File: config.mk
export PLATFORM = sky130hd
export DESIGN_NAME = drt_top
export DESIGN_NICKNAME = d
export VERILOG_FILES = /design/src/rtl/drt_pkg.sv /design/src/rtl/drt_bank.sv /design/src/rtl/drt_top.sv
export SDC_FILE = /design/constraint.sdc
export NUM_CORES = 1
export LEC_CHECK = 0
export ABC_AREA = 0
export BUFFER_PORTS_ARGS = -buffer_cell sky130_fd_sc_hd__buf_2
export CAP_MARGIN = 20
export CORE_ASPECT_RATIO = 1.2
export CORE_UTILIZATION = 53
export CTS_BUF_LIST = sky130_fd_sc_hd__clkbuf_8
export CTS_CLUSTER_SIZE = 8
export DETAILED_ROUTE_END_ITERATION = 10
export PLACE_DENSITY_LB_ADDON = 0.1
export SYNTH_ARGS = -nofsm -noshare
export SYNTH_HDL_FRONTEND = slang
export SYNTH_SLANG_ARGS = --single-unit
File: constraint.sdc
create_clock -name clk -period 3.5 [get_ports clk]
set_input_delay 0.525 -clock clk [delete_from_list [all_inputs] [get_ports clk]]
set_output_delay 0.525 -clock clk [all_outputs]
set_load 0.005 [all_outputs]
File: src/rtl/drt_pkg.sv
// Shared constants and carrier types for the read-path device block.
// Assumes a single clk domain; the memory clock arrives as a sampled input.
package drt_pkg;

	localparam logic [3:0] OFS_CTRL = 4'h0;
	localparam logic [3:0] OFS_SEED = 4'h4;
	localparam logic [3:0] OFS_STAT = 4'h8;
	localparam logic [3:0] OFS_RDCNT = 4'hC;

	localparam int CL_LSB = 0;
	localparam int AL_LSB = 4;
	localparam int BL8_BIT = 8;
	localparam int BUSY_BIT = 4;
	localparam logic [2:0] CL_RST = 3'h3;
	localparam logic [2:0] AL_RST = 3'h0;
	localparam logic BL8_RST = 1'b0;
	localparam logic [7:0] SEED_RST = 8'h00;

	localparam int BANKS = 4;
	localparam int SLOTS = 16;
	localparam int RL_W = 4;
	localparam int CNT_W = 5;
	localparam int AP_BIT = 10;
	localparam logic [RL_W-1:0] RL_MIN = 4'h1;
	localparam logic [CNT_W-1:0] CNT_ONE = 5'h01;
	localparam logic [CNT_W-1:0] HALF_BL4 = 5'h02;
	localparam logic [CNT_W-1:0] HALF_BL8 = 5'h04;
	localparam logic [2:0] BEAT_LAST4 = 3'h3;
	localparam logic [2:0] BEAT_LAST8 = 3'h7;

	// Command code is {cs_n, ras_n, cas_n, we_n}.
	localparam logic [3:0] CMD_ACT = 4'h3;
	localparam logic [3:0] CMD_RD = 4'h5;
	localparam logic [3:0] CMD_PRE = 4'h2;

	typedef struct packed {
		logic cs_n;
		logic ras_n;
		logic cas_n;
		logic we_n;
		logic [1:0] ba;
		logic [13:0] addr;
	} drt_cmd_t;

	typedef struct packed {
		logic valid;
		logic ap;
		logic [1:0] bank;
		logic [9:0] col;
	} drt_slot_t;

	typedef struct packed {
		logic [7:0] dq;
		logic dq_oe;
		logic dqs;
		logic dqs_n;
		logic dqs_oe;
	} drt_dout_t;

	typedef enum logic [1:0] {
		BST_IDLE = 2'b00,
		BST_PRE = 2'b01,
		BST_DATA = 2'b10
	} drt_bst_t;

endpackage : drt_pkg

File: src/rtl/drt_bank.sv
// One bank's open-row flag with its auto precharge countdown.
// Assumes ck_rise is a one-cycle pulse per memory clock rising edge.
`timescale 1ns/1ps
`default_nettype none
module drt_bank (
	input wire logic clk, // System clock.
	input wire logic rstn, // Asynchronous reset, active low.
	input wire logic ck_rise, // Memory clock rising edge seen.
	input wire logic act, // Activate to this bank.
	input wire logic pre, // Precharge hitting this bank.
	input wire logic rd_ap, // Read with auto precharge to this bank.
	input wire logic [drt_pkg::CNT_W-1:0] close_cnt, // Edges until close.
	output logic open // Row is open.
);
	logic [drt_pkg::CNT_W-1:0] cnt;
	wire closing = ck_rise && cnt == drt_pkg::CNT_ONE;

	always_ff @(posedge clk or negedge rstn)
	begin
		if (!rstn)
		begin
			open <= 1'b0;
			cnt <= '0;
		end
		else if (act)
		begin
			open <= 1'b1;
			cnt <= '0;
		end
		else if (pre)
		begin
			open <= 1'b0;
			cnt <= '0;
		end
		else if (rd_ap)
			cnt <= close_cnt;
		else if (ck_rise && cnt != '0)
		begin
			cnt <= cnt - drt_pkg::CNT_ONE;
			if (closing)
				open <= 1'b0;
		end
	end

	property p_ap_close;
		@(posedge clk) disable iff (!rstn)
		closing && !act && !pre && !rd_ap |=> !open;
	endproperty
	a_ap_close: assert property (p_ap_close)
		else $error("bank stayed open after auto precharge count");

	property p_ap_load;
		@(posedge clk) disable iff (!rstn)
		rd_ap && !act && !pre |=> cnt == $past(close_cnt) && open == $past(open);
	endproperty
	a_ap_load: assert property (p_ap_load)
		else $error("auto precharge countdown not armed by read");

	property p_no_ap;
		@(posedge clk) disable iff (!rstn)
		ck_rise && open && cnt == '0 && !act && !pre && !rd_ap |=> open;
	endproperty
	a_no_ap: assert property (p_no_ap)
		else $error("row closed without precharge or auto precharge");

	c_ap_close: cover property (@(posedge clk) disable iff (!rstn)
		closing ##1 !open);
endmodule : drt_bank
`default_nettype wire

File: src/rtl/drt_top.sv
// Read path of a four-bank DDR2 device: command decode, latency pipe,
// DQ/DQS burst drive and bank open state, with a Wishbone register slave.
// Assumes the memory clock ck is far slower than clk and commands are
// stable around each ck rising edge.
//
// Design decisions made here: register access over Wishbone and the register offsets.
`timescale 1ns/1ps
`default_nettype none
module drt_top (
	input wire logic clk, // System clock, 125 MHz.
	input wire logic rstn, // Asynchronous reset, active low.
	input wire logic ck, // Memory clock from the controller.
	input wire drt_pkg::drt_cmd_t cmd, // Command, bank and address pins.
	input wire logic wb_cyc_i, // Wishbone cycle.
	input wire logic wb_stb_i, // Wishbone strobe.
	input wire logic wb_we_i, // Wishbone write enable.
	input wire logic [3:0] wb_adr_i, // Wishbone byte address.
	input wire logic [3:0] wb_sel_i, // Wishbone byte selects.
	input wire logic [31:0] wb_dat_i, // Wishbone write data.
	output logic [31:0] wb_dat_o, // Wishbone read data.
	output logic wb_ack_o, // Wishbone acknowledge.
	output var drt_pkg::drt_dout_t dout // DQ and DQS drive with enables.
);
	logic [2:0] ck_s;
	logic ck_lvl;
	drt_pkg::drt_cmd_t cmd_s0, cmd_s1, cmd_s2;

	// Three stages; an edge counts once the last two agree.
	always_ff @(posedge clk or negedge rstn)
	begin
		if (!rstn)
		begin
			ck_s <= '0;
			ck_lvl <= 1'b0;
			cmd_s0 <= '1;
			cmd_s1 <= '1;
			cmd_s2 <= '1;
		end
		else
		begin
			ck_s <= {ck_s[1:0], ck};
			ck_lvl <= (ck_s[1] == ck_s[2]) ? ck_s[2] : ck_lvl;
			cmd_s0 <= cmd;
			cmd_s1 <= cmd_s0;
			cmd_s2 <= cmd_s1;
		end
	end

	wire ck_agree = ck_s[1] == ck_s[2];
	wire ck_rise = ck_agree && ck_s[2] && !ck_lvl;
	wire ck_fall = ck_agree && !ck_s[2] && ck_lvl;
	wire take = ck_rise && cmd_s1 == cmd_s2;
	wire [3:0] code = {cmd_s2.cs_n, cmd_s2.ras_n, cmd_s2.cas_n, cmd_s2.we_n};
	wire is_act = take && code == drt_pkg::CMD_ACT;
	wire is_rd = take && code == drt_pkg::CMD_RD;
	wire is_pre = take && code == drt_pkg::CMD_PRE;
	wire a10 = cmd_s2.addr[drt_pkg::AP_BIT];

	logic [2:0] cl, al;
	logic bl8;
	logic [7:0] seed;
	logic [15:0] rd_cnt;
	logic [drt_pkg::BANKS-1:0] bank_open;

	wire [drt_pkg::RL_W-1:0] rl_raw = {1'b0, al} + {1'b0, cl};
	wire [drt_pkg::RL_W-1:0] rl = (rl_raw == '0) ? drt_pkg::RL_MIN : rl_raw;
	wire [drt_pkg::RL_W-1:0] rl_idx = rl - drt_pkg::RL_MIN;
	wire [2:0] beat_last = bl8 ? drt_pkg::BEAT_LAST8 : drt_pkg::BEAT_LAST4;
	wire [drt_pkg::CNT_W-1:0] close_cnt = {2'b00, al} +
		(bl8 ? drt_pkg::HALF_BL8 : drt_pkg::HALF_BL4);

	genvar b;
	generate
		for (b = 0; b < drt_pkg::BANKS; b++)
		begin : g_bank
			wire hit = cmd_s2.ba == 2'(b);
			drt_bank u_bank (
				.clk(clk),
				.rstn(rstn),
				.ck_rise(ck_rise),
				.act(is_act && hit),
				.pre(is_pre && (a10 || hit)),
				.rd_ap(is_rd && a10 && hit),
				.close_cnt(close_cnt),
				.open(bank_open[b])
			);
		end
	endgenerate

	// Latency pipe in ck rising edges; a READ enters at slot RL-1.
	drt_pkg::drt_slot_t slot [drt_pkg::SLOTS];
	drt_pkg::drt_slot_t next_slot [drt_pkg::SLOTS];
	drt_pkg::drt_slot_t new_slot;
	assign new_slot = '{valid: 1'b1, ap: a10, bank: cmd_s2.ba,
		col: cmd_s2.addr[9:0]};

	genvar i;
	generate
		for (i = 0; i < drt_pkg::SLOTS; i++)
		begin : g_slot
			if (i == drt_pkg::SLOTS - 1)
			begin : g_tail
				assign next_slot[i] = (is_rd && rl_idx == 4'(i)) ? new_slot : '0;
			end
			else
			begin : g_mid
				assign next_slot[i] = (is_rd && rl_idx == 4'(i)) ? new_slot :
					slot[i+1];
			end
			always_ff @(posedge clk or negedge rstn)
			begin
				if (!rstn)
					slot[i] <= '0;
				else if (ck_rise)
					slot[i] <= next_slot[i];
			end
		end
	endgenerate

	drt_pkg::drt_bst_t bst, next_bst;
	logic [2:0] beat, next_beat;
	logic [9:0] bcol, next_bcol;
	wire start = ck_rise && slot[0].valid;
	wire need_pre = next_slot[0].valid;
	wire last = beat == beat_last;

	always_comb
	begin
		next_bst = bst;
		next_beat = beat;
		next_bcol = bcol;
		unique case (bst)
			drt_pkg::BST_IDLE:
				if (ck_rise && need_pre)
					next_bst = drt_pkg::BST_PRE;
			drt_pkg::BST_PRE:
				if (start)
				begin
					next_bst = drt_pkg::BST_DATA;
					next_beat = '0;
					next_bcol = slot[0].col;
				end
			drt_pkg::BST_DATA:
				if (start)
				begin
					// A new burst at the boundary runs on seamlessly.
					next_beat = '0;
					next_bcol = slot[0].col;
				end
				else if (ck_rise && last)
					next_bst = need_pre ? drt_pkg::BST_PRE :
						drt_pkg::BST_IDLE;
				else if (ck_rise || ck_fall)
					next_beat = beat + 3'h1;
			default:
				next_bst = drt_pkg::BST_IDLE;
		endcase
	end

	wire next_data = next_bst == drt_pkg::BST_DATA;
	wire next_drive = next_bst != drt_pkg::BST_IDLE;
	wire next_dqs = next_data && !next_beat[0];
	drt_pkg::drt_dout_t next_dout;
	assign next_dout = '{dq: seed + next_bcol[7:0] + {5'h00, next_beat},
		dq_oe: next_data, dqs: next_dqs, dqs_n: !next_dqs,
		dqs_oe: next_drive};

	always_ff @(posedge clk or negedge rstn)
	begin
		if (!rstn)
		begin
			bst <= drt_pkg::BST_IDLE;
			beat <= '0;
			bcol <= '0;
			dout <= '{dq: 8'h00, dq_oe: 1'b0, dqs: 1'b0, dqs_n: 1'b1,
				dqs_oe: 1'b0};
		end
		else
		begin
			bst <= next_bst;
			beat <= next_beat;
			bcol <= next_bcol;
			dout <= next_dout;
		end
	end

	// Register slave: one-cycle answer, unmapped reads return zero.
	// Changing burst length mid-burst corrupts that burst; latency is fixed when the READ enters.
	wire wb_req = wb_cyc_i && wb_stb_i && !wb_ack_o;
	wire wb_wr = wb_req && wb_we_i;
	wire sel_ctrl = wb_adr_i == drt_pkg::OFS_CTRL;
	wire sel_seed = wb_adr_i == drt_pkg::OFS_SEED;
	wire [31:0] stat_word = {27'h0000000, bst != drt_pkg::BST_IDLE,
		bank_open};
	wire [31:0] ctrl_word = {23'h000000, bl8, 1'b0, al, 1'b0, cl};
	wire [31:0] rd_word = sel_ctrl ? ctrl_word :
		sel_seed ? {24'h000000, seed} :
		wb_adr_i == drt_pkg::OFS_STAT ? stat_word :
		wb_adr_i == drt_pkg::OFS_RDCNT ? {16'h0000, rd_cnt} : 32'h00000000;

	always_ff @(posedge clk or negedge rstn)
	begin
		if (!rstn)
		begin
			wb_ack_o <= 1'b0;
			wb_dat_o <= '0;
			cl <= drt_pkg::CL_RST;
			al <= drt_pkg::AL_RST;
			bl8 <= drt_pkg::BL8_RST;
			seed <= drt_pkg::SEED_RST;
			rd_cnt <= '0;
		end
		else
		begin
			wb_ack_o <= wb_req;
			wb_dat_o <= (wb_req && !wb_we_i) ? rd_word : 32'h00000000;
			if (wb_wr && sel_ctrl && wb_sel_i[0])
			begin
				cl <= wb_dat_i[drt_pkg::CL_LSB +: 3];
				al <= wb_dat_i[drt_pkg::AL_LSB +: 3];
			end
			if (wb_wr && sel_ctrl && wb_sel_i[1])
				bl8 <= wb_dat_i[drt_pkg::BL8_BIT];
			if (wb_wr && sel_seed && wb_sel_i[0])
				seed <= wb_dat_i[7:0];
			if (is_rd)
				rd_cnt <= rd_cnt + 16'h0001;
		end
	end

	// Helper history of READ edges, used only by the checks below.
	logic [drt_pkg::SLOTS-1:0] rd_hist;
	always_ff @(posedge clk or negedge rstn)
	begin
		if (!rstn)
			rd_hist <= '0;
		else if (ck_rise)
			rd_hist <= {rd_hist[drt_pkg::SLOTS-2:0], is_rd};
	end

	property p_rl;
		@(posedge clk) disable iff (!rstn)
		start |-> rd_hist[rl_idx] ##1 (dout.dq_oe && dout.dqs && beat == 3'h0);
	endproperty
	a_rl: assert property (p_rl)
		else $error("first read element not at read latency");

	property p_ddr;
		@(posedge clk) disable iff (!rstn)
		bst == drt_pkg::BST_DATA && (ck_rise || ck_fall) && !start && !last
		|=> beat == $past(beat) + 3'h1 && dout.dqs == !beat[0] && dout.dq_oe;
	endproperty
	a_ddr: assert property (p_ddr)
		else $error("read element did not advance on clock edge");

	property p_pre;
		@(posedge clk) disable iff (!rstn)
		$rose(dout.dqs_oe) |-> !dout.dqs && dout.dqs_n && !dout.dq_oe;
	endproperty
	a_pre: assert property (p_pre)
		else $error("strobe preamble not low");

	property p_post;
		@(posedge clk) disable iff (!rstn)
		bst == drt_pkg::BST_DATA && last |-> !dout.dqs && dout.dqs_n;
	endproperty
	a_post: assert property (p_post)
		else $error("strobe not low with last element");

	property p_hiz;
		@(posedge clk) disable iff (!rstn)
		ck_rise && bst == drt_pkg::BST_DATA && last && !slot[0].valid
		|=> !dout.dq_oe;
	endproperty
	a_hiz: assert property (p_hiz)
		else $error("data outputs not released after burst");

	property p_seam;
		@(posedge clk) disable iff (!rstn)
		ck_rise && bst == drt_pkg::BST_DATA && last && slot[0].valid
		|=> dout.dq_oe && dout.dqs_oe && beat == 3'h0;
	endproperty
	a_seam: assert property (p_seam)
		else $error("gap between back-to-back read bursts");

	property p_full;
		@(posedge clk) disable iff (!rstn)
		is_rd |=> slot[$past(rl_idx)].valid;
	endproperty
	a_full: assert property (p_full)
		else $error("read command not queued");

	c_seam: cover property (p_seam);
	c_pre: cover property (@(posedge clk) disable iff (!rstn)
		$rose(dout.dqs_oe));
	c_wb: cover property (@(posedge clk) disable iff (!rstn)
		wb_req && !wb_we_i ##1 wb_ack_o);
endmodule : drt_top
`default_nettype wire

* Yosys cells after proc, flatten, opt, wreduce, memory -nomap -nowiden
Cells that the tools add are included.
Word-level totals: flip-flop bits (word level) 380, latch bits 0, RAM bits 0, bits in read-only memories 0, input port bits 66, logic and storage cells 324, memories 0
Cells by class: add/sub/neg operators 11, multiply operators 0, div/mod/pow operators 0, order comparisons 0, eq/ne operators 38, shifts and indexed selects 0, mux-type cells 73, bitwise logic cells 0, reductions and logical operators 97
Operators by type and width (count):
- $mux 14 | 16
- $mux 16 | 5
- $mux 5 | 16
- $logic_and 1x1->1 | 58
- $eq 4x4->1 const B | 10
- $eq 4x3->1 const B | 6
- $reduce_bool 3->1 | 8
- $mux 1 | 21
- $eq 20x20->1 | 1
- $eq 5x1->1 const B | 4
- $reduce_bool 5->1 | 4
- $sub 5x1->5 const B | 4
- $mux 3 | 6
- $add 16x1->16 const B | 1
- $eq 4x2->1 const B | 4
- $mux 8 | 2
- $reduce_bool 4->1 | 4
- $logic_not 4->1 | 3
- $ne 3x1->1 const B | 4
- $reduce_and 3->1 | 4
- $add 3x3->4 | 2
- $add 8x3->8 | 1
- $add 8x8->8 | 1
- $eq 2x2->1 const B | 4
- 15 further kinds | 30

* Logic depth before layout (Yosys ltp)
Gate-level depths: netlist of the first run.
word-level depth 14, mapped depth 19, mapped depth without buffers 18

* Modules after synthesis
From an unflattened synthesis of the first run, not the netlist that was laid out.
Second synthesis, totals: cell total of the unflattened synthesis 1478, area total of the unflattened synthesis 14732.9 um^2
Modules (own cells, without submodules):
- drt_top | instances 1, cells an instance 1314, area each 13276.5 um^2, seq. area each 7110.6 um^2
- drt_bank | instances 4, cells an instance 41, area each 364.1 um^2, seq. area each 150.1 um^2

* Worst setup path before layout of the first run
OpenSTA, ideal clock, no wires.
path type register to register, from register ck_s[1], to register dout[11] (netlist bit), setup time 0.123 ns, arrival 3.314 ns, data required time 3.377 ns, slack 0.063 ns, stages on the path, launching flop included 20, cells stage by stage dfrtp_1 > ha_1 > nand2b_4 > clkbuf_1 > a21oi_1 > a21oi_1 > a21oi_1 > o21ai_0 > a32oi_1 > fa_1 > inv_1 > ha_1 > inv_1 > fa_1 > nor2b_1 > o21ai_0 > a21oi_1 > o21a_1 > nor2_1 > xnor2_1
RTL lines:
- from (decl) | RTL line drt_top.sv:24 | logic [2:0] ck_s;
- from (signal assigned) | RTL line drt_top.sv:41 | ck_s <= {ck_s[1:0], ck};
- to (signal assigned) | RTL line drt_top.sv:175 | dout <= '{dq: 8'h00, dq_oe: 1'b0, dqs: 1'b0, dqs_n: 1'b1,
- to (signal assigned) | RTL line drt_top.sv:183 | dout <= next_dout;
- to (decl) | RTL line drt_top.sv:22 | output var drt_pkg::drt_dout_t dout

==> out/results.ini, run 1 <==
[outcome]
status = finished, violations left
violations = design-rule violations

[synth]
synth_top_area_share_pct = 41.90
synth_edf_count = 0
synth_most_common_cell = dfrtp_1
synth_ff_type = dfrtp_1
yosysUniqueCellTypes = 66
synth_area_leaders = dfrtp_1, dfstp_2, mux2i_1, nor2_1, a21oi_1
syn_inst = 1365
synth-seq-cells = 305
syn_area_um2 = 14450
synth_seq_area_share_pct = 53.35
yosysWarnings = 0
async_flop_share_pct = 100.0
syn_avg_cell_area_um2 = 10.59
yosys.area.top_type = dfrtp_1
ys_top_cells_by_count = dfrtp_1, nor2_1, a21oi_1, nand2_1, mux2i_1

[clock_network]
clk_pin_slew_worst_paths_ps = 60
numCtsBuffers = 50
cts-root-buf = clkbuf_8
cts_sinks = 305
cts.path.max_buffers = 3
clock_latency_ps = 560
h-tree-depth = 2
cts_tree = yes

[grt]
busiest_layer = met2
met1_usage_pct = 30.10
grt_overflow = 0
grtUsageMet3_pct = 3.544
grt_max_degree = 99
grt_pass1_wl_um = 50640
grtUsageMet2_pct = 37.14
antenna_found_initial = 0
grt_usage_pct = 22.42
grt_pass1_vias = 9959

[floorplan]
ios = 111
rows = 65
die_h_um = 182.9
core_um2 = 26510
dieArea_um2 = 27940
start_util_pct = 54.51
chipWidth_um = 152.7

[final_layout]
syn_to_final_growth_pct = 10.70
final_nets = 1542
fin_area_um2 = 16000
final_layout_size_suffix_gt1_share_pct = 19.89
num_antenna_cells = 0
final_cells = 1808
fill_cells = 2250

[detailed_routing]
wl_per_cell_um = 16.69
viasPerCell = 5.573
ant_nets = 0
totalWireLength_um = 30170
drt_first_pass_iters = 7
via_count = 10076
drc = 9
drt-initial-drc-count = 632

[pwr]
internal_power_mw = 6.806
peakVddDrop_v = 0.0003442
p_seq_share_pct = 49.1
p_sw_mw = 2.795
swShare_pct = 29.11
combinationalPowerShare_pct = 19.6
leakage_nw = 7.539
p_per_area_nw_per_um2 = 600.1
clock_power_share_pct = 31.3
p_total_mw = 9.602

[sta]
max_freq_mhz = 301.7
fin_worst_skew_ps = 21.57
relSlewSlack_pct = 38.61
tns_ps = 0
finalMaxSlewViolations = 0
worstMarginPinSlew_ps = 920.8
hold_viol_final = 0
setup_viol = 0
post-route-period-util_pct = 94.69
fin_hold_ws_ps = 71.21
period_needed_ps = 3314

[placed_design]
dp.cells = 1716
place_area_um2 = 14960
portBuffers = 69
hpwl_um = 19670
globalplace.congestion = 0.8500

[critical_path]
ff2ff_setup_slack_ps = 190
crit_path_end_kind = flop
worstReg2RegStart = ck_s[1]$_DFF_PN0_
crit_top_cell = fa_1
reg2reg_depth = 16
cp_max_fo = 7
crit_buf_inv = 2
crit_chain = ha_2, nor2b_4, and2_1, nand2_1, buf_4, mux2_2, fa_1, ha_1, inv_1, fa_1, nor2b_1, o21ai_1, a21oi_2, o21a_1, nor2_1, xnor2_1
crit_slowest_cell = dfrtp_1
critPathLaunchType = flop
required_ps = 3980
r2r-end = dout[11]$_DFF_PN0_
critical-path-top-delay-family = adder cells
path_class = reg -> reg
worstPathArrival_ps = 3800
slowest_delay_ps = 390

[min_path]
hold_start = cmd[0]
hold_depth = 1
hold_path_end = cmd_s0[0]$_DFF_PN1_
holdCritPathClass = in -> reg

[flow_run]
drv_cap = 0

-- state kept, by name, summed over array words and instances, names as in the netlist, 3 cells and up --
name                cells
beat                    3
cmd_s2                 19
ck_s                    3
g_bank.u_bank.open      4
seed                    8
wb_dat_o               16
slot                  144
cmd_s1                 20
cl                      3
al                      3
bcol                    8
dout                   12
g_bank.u_bank.cnt      20
rd_cnt                 16
cmd_s0                 20
-- placed cells by master, fill, tap and decap left out, drive strengths merged, types with 10 or more instances in the layout --
cell type and n:
buf 109, inv 69, mux2 22, mux2i 78, nor3 18, and2 21, xor2 11, o21ai 32
a21oi 119, nor2b 13, nand2b 10, dfrtp 242, a31oi 70, conb 16, xnor2 40, dfstp 63
o31ai 25, clkbuf 61, nor4 11, nand4 31, nand2 84, ha 34, nor2 172, nand3 34
-- stage by stage --
step	util, %	setup slack, ps
final	60.34	186.0
after global routing	60.34	-0.8709
after CTS	60.17	64.57
after detailed placement	56.44	73.25
after global placement	56.44	148.8
after floorplan	-	62.72
-- power groups by stage --
stage / Clock (mW) / Combinational [mW] / Sequential, mW
6_report: 3.01 / 1.88 / 4.72
5_1_grt: 3.27 / 2.17 / 4.81
4_1_cts: 3.10 / 1.88 / 4.71
3_5_place_dp: 0 / 1.87 / 4.77
3_3_place_gp: 0 / 1.82 / 4.74
2_1_floorplan: 0 / 1.43 / 4.66
-- cell families (layout without fill, tap and decap cells) --
family / after synthesis / in the layout / share of synthesized area, %
DFF: 305 / 305 / 53.35
buffers and inverters: 153 / 246 / 5.844
AOI/OAI and AO/OA: 299 / 299 / 12.52
xor gates and xnor gates: 51 / 51 / 3.091
and+or+nand+nor: 416 / 416 / 14.28
other: 1 / 16 / 0.02595
muxes: 100 / 100 / 7.116
adders and majority gates: 40 / 40 / 3.775
-- repair_timing --
item / in CTS / in global routing
hold endpoints to repair: 48 / 0
endpoints found under the setup margin: 0 / 3
hold buffers: 1 / 0
buffers inserted: 0 / 2
gates resized for setup: 0 / 10
-- worst register-to-register path: stages, from the launching register on --
cell and delay, ps:
dfrtp_1 390, ha_2 220, nor2b_4 150, and2_1 190, nand2_1 130, buf_4 180
mux2_2 370, fa_1 390, ha_1 200, inv_1 70, fa_1 210, nor2b_1 60
o21ai_1 180, a21oi_2 90, o21a_1 170, nor2_1 110, xnor2_1 130
-- cell type report --
| class | count | area [um2] | share of cell area (%) |
|---|---|---|---|
| timing repair buffer | 110 | 715.7 | 4.473 |
| clock buffer | 61 | 839.6 | 5.248 |
| sequential | 305 | 7711 | 48.20 |
| multi-input combinational | 922 | 5997 | 37.48 |
| clock inverter | 28 | 140.1 | 0.8759 |
| tap | 335 | 419.2 | 2.620 |
| inverter | 47 | 176.4 | 1.103 |
-- how the worst max path moves through the flow --
stage / cells past startpoint / from / slack [ps] / to
6_report: 16 / ck_s[1]$_DFF_PN0_ / 190 / dout[11]$_DFF_PN0_
5_1_grt: 17 / beat[0]$_DFF_PN0_ / -0.9 / dout[11]$_DFF_PN0_
4_1_cts: 14 / ck_s[1]$_DFF_PN0_ / 60 / dout[11]$_DFF_PN0_
3_5_place_dp: 16 / ck_s[1]$_DFF_PN0_ / 70 / dout[11]$_DFF_PN0_
3_3_place_gp: 14 / ck_s[1]$_DFF_PN0_ / 150 / dout[11]$_DFF_PN0_
2_1_floorplan: 19 / ck_s[1]$_DFF_PN0_ / 60 / dout[11]$_DFF_PN0_
-- routing by layer --
layer	share of wire, %	vias up
li1	-	4905
met1	45	4890
met2	48	230
met3	4.5	51
met4	2.8	0
met5	0	-
Note: power is estimated with default switching activity, not from simulation.
==> run 2: changes to the inputs <==
Settings changed: PLACE_DENSITY from default to 0.75, PLACE_DENSITY_LB_ADDON 0.1 to default.
==> out/results.ini, run 2 (same netlist as run 1, synthesis figures left out) <==
[outcome]
status = finished, violations left  ; unchanged
violations = design-rule violations  ; unchanged

[sta]
fin_hold_ws_ps = 53.16  ; was 71.21 ps
worstMarginPinSlew_ps = 1030  ; was 920.8 ps
period_needed_ps = 3373  ; was 3314 ps
post-route-period-util_pct = 96.37  ; was 94.69%
setup_viol = 0  ; unchanged
hold_viol_final = 0  ; unchanged
relSlewSlack_pct = 31.35  ; was 38.61%
max_freq_mhz = 296.5  ; was 301.7 MHz
fin_worst_skew_ps = 20.53  ; was 21.57 ps
finalMaxSlewViolations = 0  ; unchanged

[pwr]
p_total_mw = 9.526  ; was 9.602 mW
p_per_area_nw_per_um2 = 597.9  ; was 600.1 nW/um2
peakVddDrop_v = 0.0003476  ; was 0.0003442 V
leakage_nw = 7.509  ; was 7.539 nW

[critical_path]
crit_path_end_kind = flop  ; unchanged
crit_chain = ha_2, nor2b_4, nand2_1, and2_1, a32oi_1, fa_1, inv_1, ha_1, inv_1, fa_1, nor2b_1, o21ai_1, a21oi_1, o21a_1, nor2_1, xnor2_1  ; was ha_2, nor2b_4, and2_1, nand2_1, buf_4, mux2_2, fa_1, ha_1, inv_1, fa_1, nor2b_1, o21ai_1, a21oi_2, o21a_1, nor2_1, xnor2_1
required_ps = 3950  ; was 3980 ps
cp_max_fo = 5  ; was 7
worstPathArrival_ps = 3820  ; was 3800 ps
crit_buf_inv = 2  ; unchanged
slowest_delay_ps = 440  ; was 390 ps
critPathLaunchType = flop  ; unchanged
path_class = reg -> reg  ; unchanged
crit_slowest_cell = fa_1  ; was dfrtp_1
critical-path-top-delay-family = adder cells  ; unchanged

[clock_network]
h-tree-depth = 2  ; unchanged
cts.path.max_buffers = 3  ; unchanged
clk_pin_slew_worst_paths_ps = 60  ; about the same
cts_sinks = 305  ; unchanged
numCtsBuffers = 50  ; unchanged
cts_tree = yes  ; unchanged
cts-root-buf = clkbuf_8  ; unchanged
clock_latency_ps = 570  ; was 560 ps

[detailed_routing]
viasPerCell = 5.674  ; was 5.573
drt-initial-drc-count = 706  ; was 632
drt_first_pass_iters = 10  ; was 7
wl_per_cell_um = 16.18  ; was 16.69 um
via_count = 10235  ; was 10076
ant_nets = 0  ; unchanged
totalWireLength_um = 29180  ; was 30170 um
drc = 9  ; unchanged

[final_layout]
final_common_cell = dfrtp_1  ; unchanged
syn_to_final_growth_pct = 10.23  ; was 10.70%
largest_reg_flops = 144  ; unchanged
final_nets = 1536  ; was 1542
final_layout_size_suffix_gt1_share_pct = 19.47  ; was 19.89%
utilization_pct = 60.09  ; was 60.34%
final_cell_mix = dfrtp_1, nor2_1, a21oi_1  ; unchanged
num_antenna_cells = 0  ; unchanged
largest_register = slot  ; unchanged

[grt]
antenna_found_initial = 0  ; unchanged
grt_usage_pct = 21.45  ; was 22.42%
grt_overflow = 0  ; unchanged
grt_pass1_vias = 9933  ; was 9959
grt_pass1_wl_um = 49450  ; was 50640 um
grt_max_degree = 238  ; was 99

[placed_design]
portBuffers = 69  ; unchanged
hpwl_um = 18940  ; was 19670 um
globalplace.congestion = 0.8245  ; was 0.8500

[min_path]
holdCritPathClass = in -> reg  ; unchanged

[floorplan]
dieArea_um2 = 27940  ; unchanged
die_h_um = 182.9  ; unchanged
core_um2 = 26510  ; unchanged
rows = 65  ; unchanged
chipWidth_um = 152.7  ; unchanged
start_util_pct = 54.51  ; unchanged
ios = 111  ; unchanged

[flow_run]
drv_cap = 0  ; unchanged

-- run 2: timing repair --
action | in CTS | in global routing
hold buffers | 1 | 0
resized for setup | 0 | 10
endpoints found under the hold margin | 74 | 0
setup buffers | 0 | 1
setup endpoints to repair | 0 | 3
-- run 2: per-stage QoR --
stage	instance area, um2	TNS [ps]	instances	worst slack, ps
2_1_floorplan	14510	0	1380	62.72
3_3_place_gp	14930	0	1711	167.5
3_5_place_dp	14930	0	1711	29.53
4_1_cts	15900	0	1803	21.28
5_1_grt	15930	-78.06	1804	-78.06
6_report	15930	0	1804	127.0
-- run 2: per-layer routing --
layer  up-vias  global-route usage, %  part of all wire (%)
li1       4891                      -                     -
met1      4995                  28.02                    43
met2       294                  36.75                    49
met3        55                  3.521                   5.0
met4         0                  6.545                   2.4
met5         -                      0                     0
-- run 2: area by class of cell --
class	count	area, um2
inverter	47	176.4
sequential	305	7711
clock inverter	30	121.4
timing repair buffer	104	670.6
clock buffer	61	839.6
multi-input combinational	922	5993
tap	335	419.2
fill	2227	10580
-- run 2: worst paths after layout --
check,startpoint,endpoint,slack [ps],cells after the start
worst max register to register,ck_s[1]$_DFF_PN0_,dout[11]$_DFF_PN0_,130,16
max in group asynchronous,rstn,cmd_s1[2]$_DFF_PN1_,2010,3
min in group asynchronous,rstn,rd_cnt[9]$_DFFE_PN0P_,530,2
worst min register to register,cmd_s0[1]$_DFF_PN1_,cmd_s1[1]$_DFF_PN1_,350,0
worst min-delay path,cmd[2],cmd_s0[2]$_DFF_PN1_,50,1
worst max-delay path,ck_s[1]$_DFF_PN0_,dout[11]$_DFF_PN0_,130,16
-- run 2: power by group --
group / total (mW) / internal [mW] / switching (mW)
clock network: 2.93 / 1.57 / 1.37
registers: 4.72 / 4.32 / 0.408
logic: 1.87 / 0.846 / 1.02
-- run 2: worst register-to-register path: cells and delay by family (launching register included) --
family | cells | cell delay (ps)
adder cells (fa/ha/maj) | 4 | 1230
AO/OA/AOI/OAI | 4 | 660
AND/OR/NAND/NOR | 5 | 730
XOR/XNOR | 1 | 110
flip-flops | 1 | 380
buffers and inverters | 2 | 140
==> run 3: changes to the inputs <==
Settings changed: ABC_AREA 0 to 1, PLACE_DENSITY 0.75 to 0.74.
==> out/results.ini, run 3 <==
[grt]
grt_max_degree = 103  ; was 238
grt_pass1_wl_um = 52720  ; was 49450 um
grt_usage_pct = 22.76  ; was 21.45%
grt_pass1_vias = 11176  ; was 9933
grt_overflow = 0  ; unchanged
antenna_found_initial = 0  ; unchanged

[detailed_routing]
totalWireLength_um = 30580  ; was 29180 um
via_count = 11213  ; was 10235
drc = 0  ; was 9
viasPerCell = 5.297  ; was 5.674
drt_first_pass_iters = 5  ; was 10
ant_nets = 0  ; unchanged
wl_per_cell_um = 14.44  ; was 16.18 um
drt-initial-drc-count = 784  ; was 706

[pwr]
clock_power_share_pct = 35.8  ; was 30.8%
p_total_mw = 8.696  ; was 9.526 mW
combinationalPowerShare_pct = 17.3  ; was 19.6%
leakage_nw = 8.029  ; was 7.509 nW
p_seq_share_pct = 46.9  ; was 49.6%
swShare_pct = 28.62  ; was 29.37%
p_per_area_nw_per_um2 = 528.0  ; was 597.9 nW/um2
peakVddDrop_v = 0.0004533  ; was 0.0003476 V
internal_power_mw = 6.207  ; was 6.728 mW
p_sw_mw = 2.489  ; was 2.798 mW

[final_layout]
largest_reg_flops = 144  ; unchanged
multi_input_area_um2 = 5632  ; was 5993 um2
final_nets = 1846  ; was 1536
fill_cells = 2303  ; was 2227
syn_to_final_growth_pct = 12.44  ; was 10.23%
num_antenna_cells = 0  ; unchanged
final_layout_size_suffix_gt1_share_pct = 17.33  ; was 19.47%
final_cell_mix = inv_1, nand2_1, dfrtp_1  ; was dfrtp_1, nor2_1, a21oi_1
utilization_pct = 60.62  ; was 60.09%
largest_register = slot  ; unchanged
final_common_cell = inv_1  ; was dfrtp_1
seq_area_um2 = 7711  ; unchanged
fin_area_um2 = 16470  ; was 15930 um2

[floorplan]
rows = 66  ; was 65
chipWidth_um = 153.8  ; was 152.7 um
start_util_pct = 53.91  ; was 54.51%
ios = 111  ; unchanged
die_h_um = 184.1  ; was 182.9 um
core_um2 = 27170  ; was 26510 um2
dieArea_um2 = 28310  ; was 27940 um2

[critical_path]
worstReg2RegStart = ck_s[1]$_DFF_PN0_  ; unchanged
critical-path-top-delay-family = adder cells  ; unchanged
crit_slowest_cell = fa_1  ; unchanged
ff2ff_setup_slack_ps = 230  ; was 130 ps
r2r-end = dout[10]$_DFF_PN0_  ; was dout[11]$_DFF_PN0_
worstPathArrival_ps = 3710  ; was 3820 ps
required_ps = 3950  ; about the same
reg2reg_depth = 21  ; was 16
crit_chain = ha_2, nand2_4, inv_4, nand3_2, inv_2, nor2_4, nand2_1, xor2_1, nand2_1, a22oi_2, inv_2, fa_1, inv_1, ha_1, nand2_1, nor2_1, a211oi_2, nor2_1, o21ai_1, nand2_1, xor2_1  ; was ha_2, nor2b_4, nand2_1, and2_1, a32oi_1, fa_1, inv_1, ha_1, inv_1, fa_1, nor2b_1, o21ai_1, a21oi_1, o21a_1, nor2_1, xnor2_1
crit_top_cell = nand2_1
crit_path_end_kind = flop  ; unchanged
critPathLaunchType = flop  ; unchanged
slowest_delay_ps = 570  ; was 440 ps
cp_max_fo = 5  ; unchanged
critPathLaunch = ck_s[1]$_DFF_PN0_  ; unchanged
path_class = reg -> reg  ; unchanged
crit_buf_inv = 4  ; was 2

[sta]
fin_hold_ws_ps = 68.78  ; was 53.16 ps
hold_viol_final = 0  ; unchanged
finalMaxSlewViolations = 0  ; unchanged
setup_viol = 0  ; unchanged
period_needed_ps = 3267  ; was 3373 ps
relSlewSlack_pct = 27.17  ; was 31.35%
max_freq_mhz = 306.1  ; was 296.5 MHz
worstMarginPinSlew_ps = 1092  ; was 1030 ps
fin_worst_skew_ps = 21.83  ; was 20.53 ps
post-route-period-util_pct = 93.34  ; was 96.37%
tns_ps = 0  ; unchanged

[placed_design]
hpwl_um = 20110  ; was 18940 um
place_area_um2 = 15360  ; was 14930 um2
portBuffers = 69  ; unchanged
globalplace.congestion = 0.8640  ; was 0.8245

[clock_network]
clk_pin_slew_worst_paths_ps = 60  ; about the same
cts_sinks = 305  ; unchanged
cts.path.max_buffers = 3  ; unchanged
numCtsBuffers = 51  ; was 50
clock_latency_ps = 560  ; was 570 ps
cts-root-buf = clkbuf_8  ; unchanged
cts_tree = yes  ; unchanged
h-tree-depth = 2  ; unchanged

[synth]
synth-seq-cells = 305  ; unchanged
syn_inst = 1649  ; was 1365
ys_top_cells_by_count = inv_1, dfrtp_1, nand2_1, o21ai_0, a21oi_1  ; was dfrtp_1, nor2_1, a21oi_1, nand2_1, mux2i_1
synth_most_common_cell = inv_1  ; was dfrtp_1
yosysUniqueCellTypes = 48  ; was 66
yosysWarnings = 0  ; unchanged
synth_seq_area_share_pct = 52.64  ; was 53.35%
async_flop_share_pct = 100.0  ; unchanged
synth_top_area_share_pct = 41.34  ; was 41.90%
yosys.area.top_type = dfrtp_1  ; unchanged
synth_ff_type = dfrtp_1  ; unchanged
synth_edf_count = 0  ; unchanged
syn_area_um2 = 14650  ; was 14450 um2
synth_area_leaders = dfrtp_1, dfstp_2, o21ai_0, inv_1, nand2_1  ; was dfrtp_1, dfstp_2, mux2i_1, nor2_1, a21oi_1
syn_avg_cell_area_um2 = 8.883  ; was 10.59 um2

[outcome]
status = finished, final reports clean  ; was finished, violations left

[min_path]
hold_start = cmd[1]  ; was cmd[2]
hold_depth = 1  ; unchanged
hold_path_end = cmd_s0[1]$_DFF_PN1_  ; was cmd_s0[2]$_DFF_PN1_
holdCritPathClass = in -> reg  ; unchanged

[flow_run]
drv_cap = 0  ; unchanged

run 3: cell types whose count changed in the layout (fill, tap and decap cells not counted), moves of 18 or more:
cell     previous run  this run
nand2_1            84       242
a31oi_1            70         7
xnor2_1            40        11
o21ai_0            28       194
o21ai_1             4        51
o31ai_1            25         0
inv_1              72       264
and2_1             20         1
xor2_1             11        29
o22ai_1             4        28
mux2_2             22         2
mux2i_1            76         0
nor2_1            172       101
run 3: worst max path at each step:
stage                                    end  slack, ps  cells past startpoint
after global placement    dout[11]$_DFF_PN0_         90                     20
after CTS                 dout[11]$_DFF_PN0_         30                     20
final                     dout[10]$_DFF_PN0_        230                     21
after global routing      dout[10]$_DFF_PN0_        -20                     21
after detailed placement  dout[11]$_DFF_PN0_        -40                     20
after floorplan           dout[11]$_DFF_PN0_        100                     20
run 3: area by class of cell:
type / instances / area share [%]
clock buffer: 70 / 5.850
clock inverter: 20 / 0.5014
inverter: 255 / 5.827
multi-input combinational: 1023 / 34.19
sequential: 305 / 46.82
tap: 340 / 2.583
timing repair buffer: 104 / 4.224
run 3: repair_timing:
action,CTS,global route
hold buffers,1,0
hold endpoints to repair,76,0
gates resized for setup,1,15
setup buffers,0,1
endpoints found under the setup margin,1,4
pin swaps,0,7
run 3: metrics by stage:
stage,cells,worst slack [ps]
6_report,2117,233.0
4_1_cts,2116,32.63
5_1_grt,2117,-24.76
3_5_place_dp,2025,-36.44
2_1_floorplan,1664,101.3
3_3_place_gp,2025,90.81
run 3: power by group through the flow:
stage                     Combinational (mW)  Clock [mW]  Sequential [mW]
after floorplan                         1.05           0             4.08
after global placement                  1.37           0             4.12
after detailed placement                1.44           0             4.13
after CTS                               1.46        3.20             4.08
after global routing                    1.74        3.36             4.12
final                                   1.50        3.11             4.08
run 3: kinds of logic (layout without fill, tap and decap cells):
logic type               after synthesis  after routing  share of synthesized area, %
AO/OA/AOI/OAI                        432            432                         15.61
XOR/XNOR                              40             40                         2.392
adder cells (fa/ha/maj)               40             40                         3.724
buffers and inverters                336            449                         9.618
flip-flops                           305            305                         52.64
multiplexers                           2              2                        0.1537
other                                  1             16                       0.02560
AND/OR/NAND/NOR                      493            493                         15.84
run 3: routing by layer:
layer,vias to the layer above,part of all wire (%),global-route usage [%]
met5,-,0,0
met4,0,2.8,8.920
met3,69,4.9,3.409
met2,258,49,39.44
met1,5362,43,28.76
li1,5524,-,-
run 3: worst register-to-register path, delay by kind of cell (launching register included):
| family | cells | cell delay (ps) |
|---|---|---|
| fa+ha+maj | 3 | 1050 |
| simple gates | 9 | 720 |
| flops | 1 | 390 |
| buf+inv | 4 | 230 |
| compound gates | 3 | 520 |
| xor+xnor | 2 | 270 |
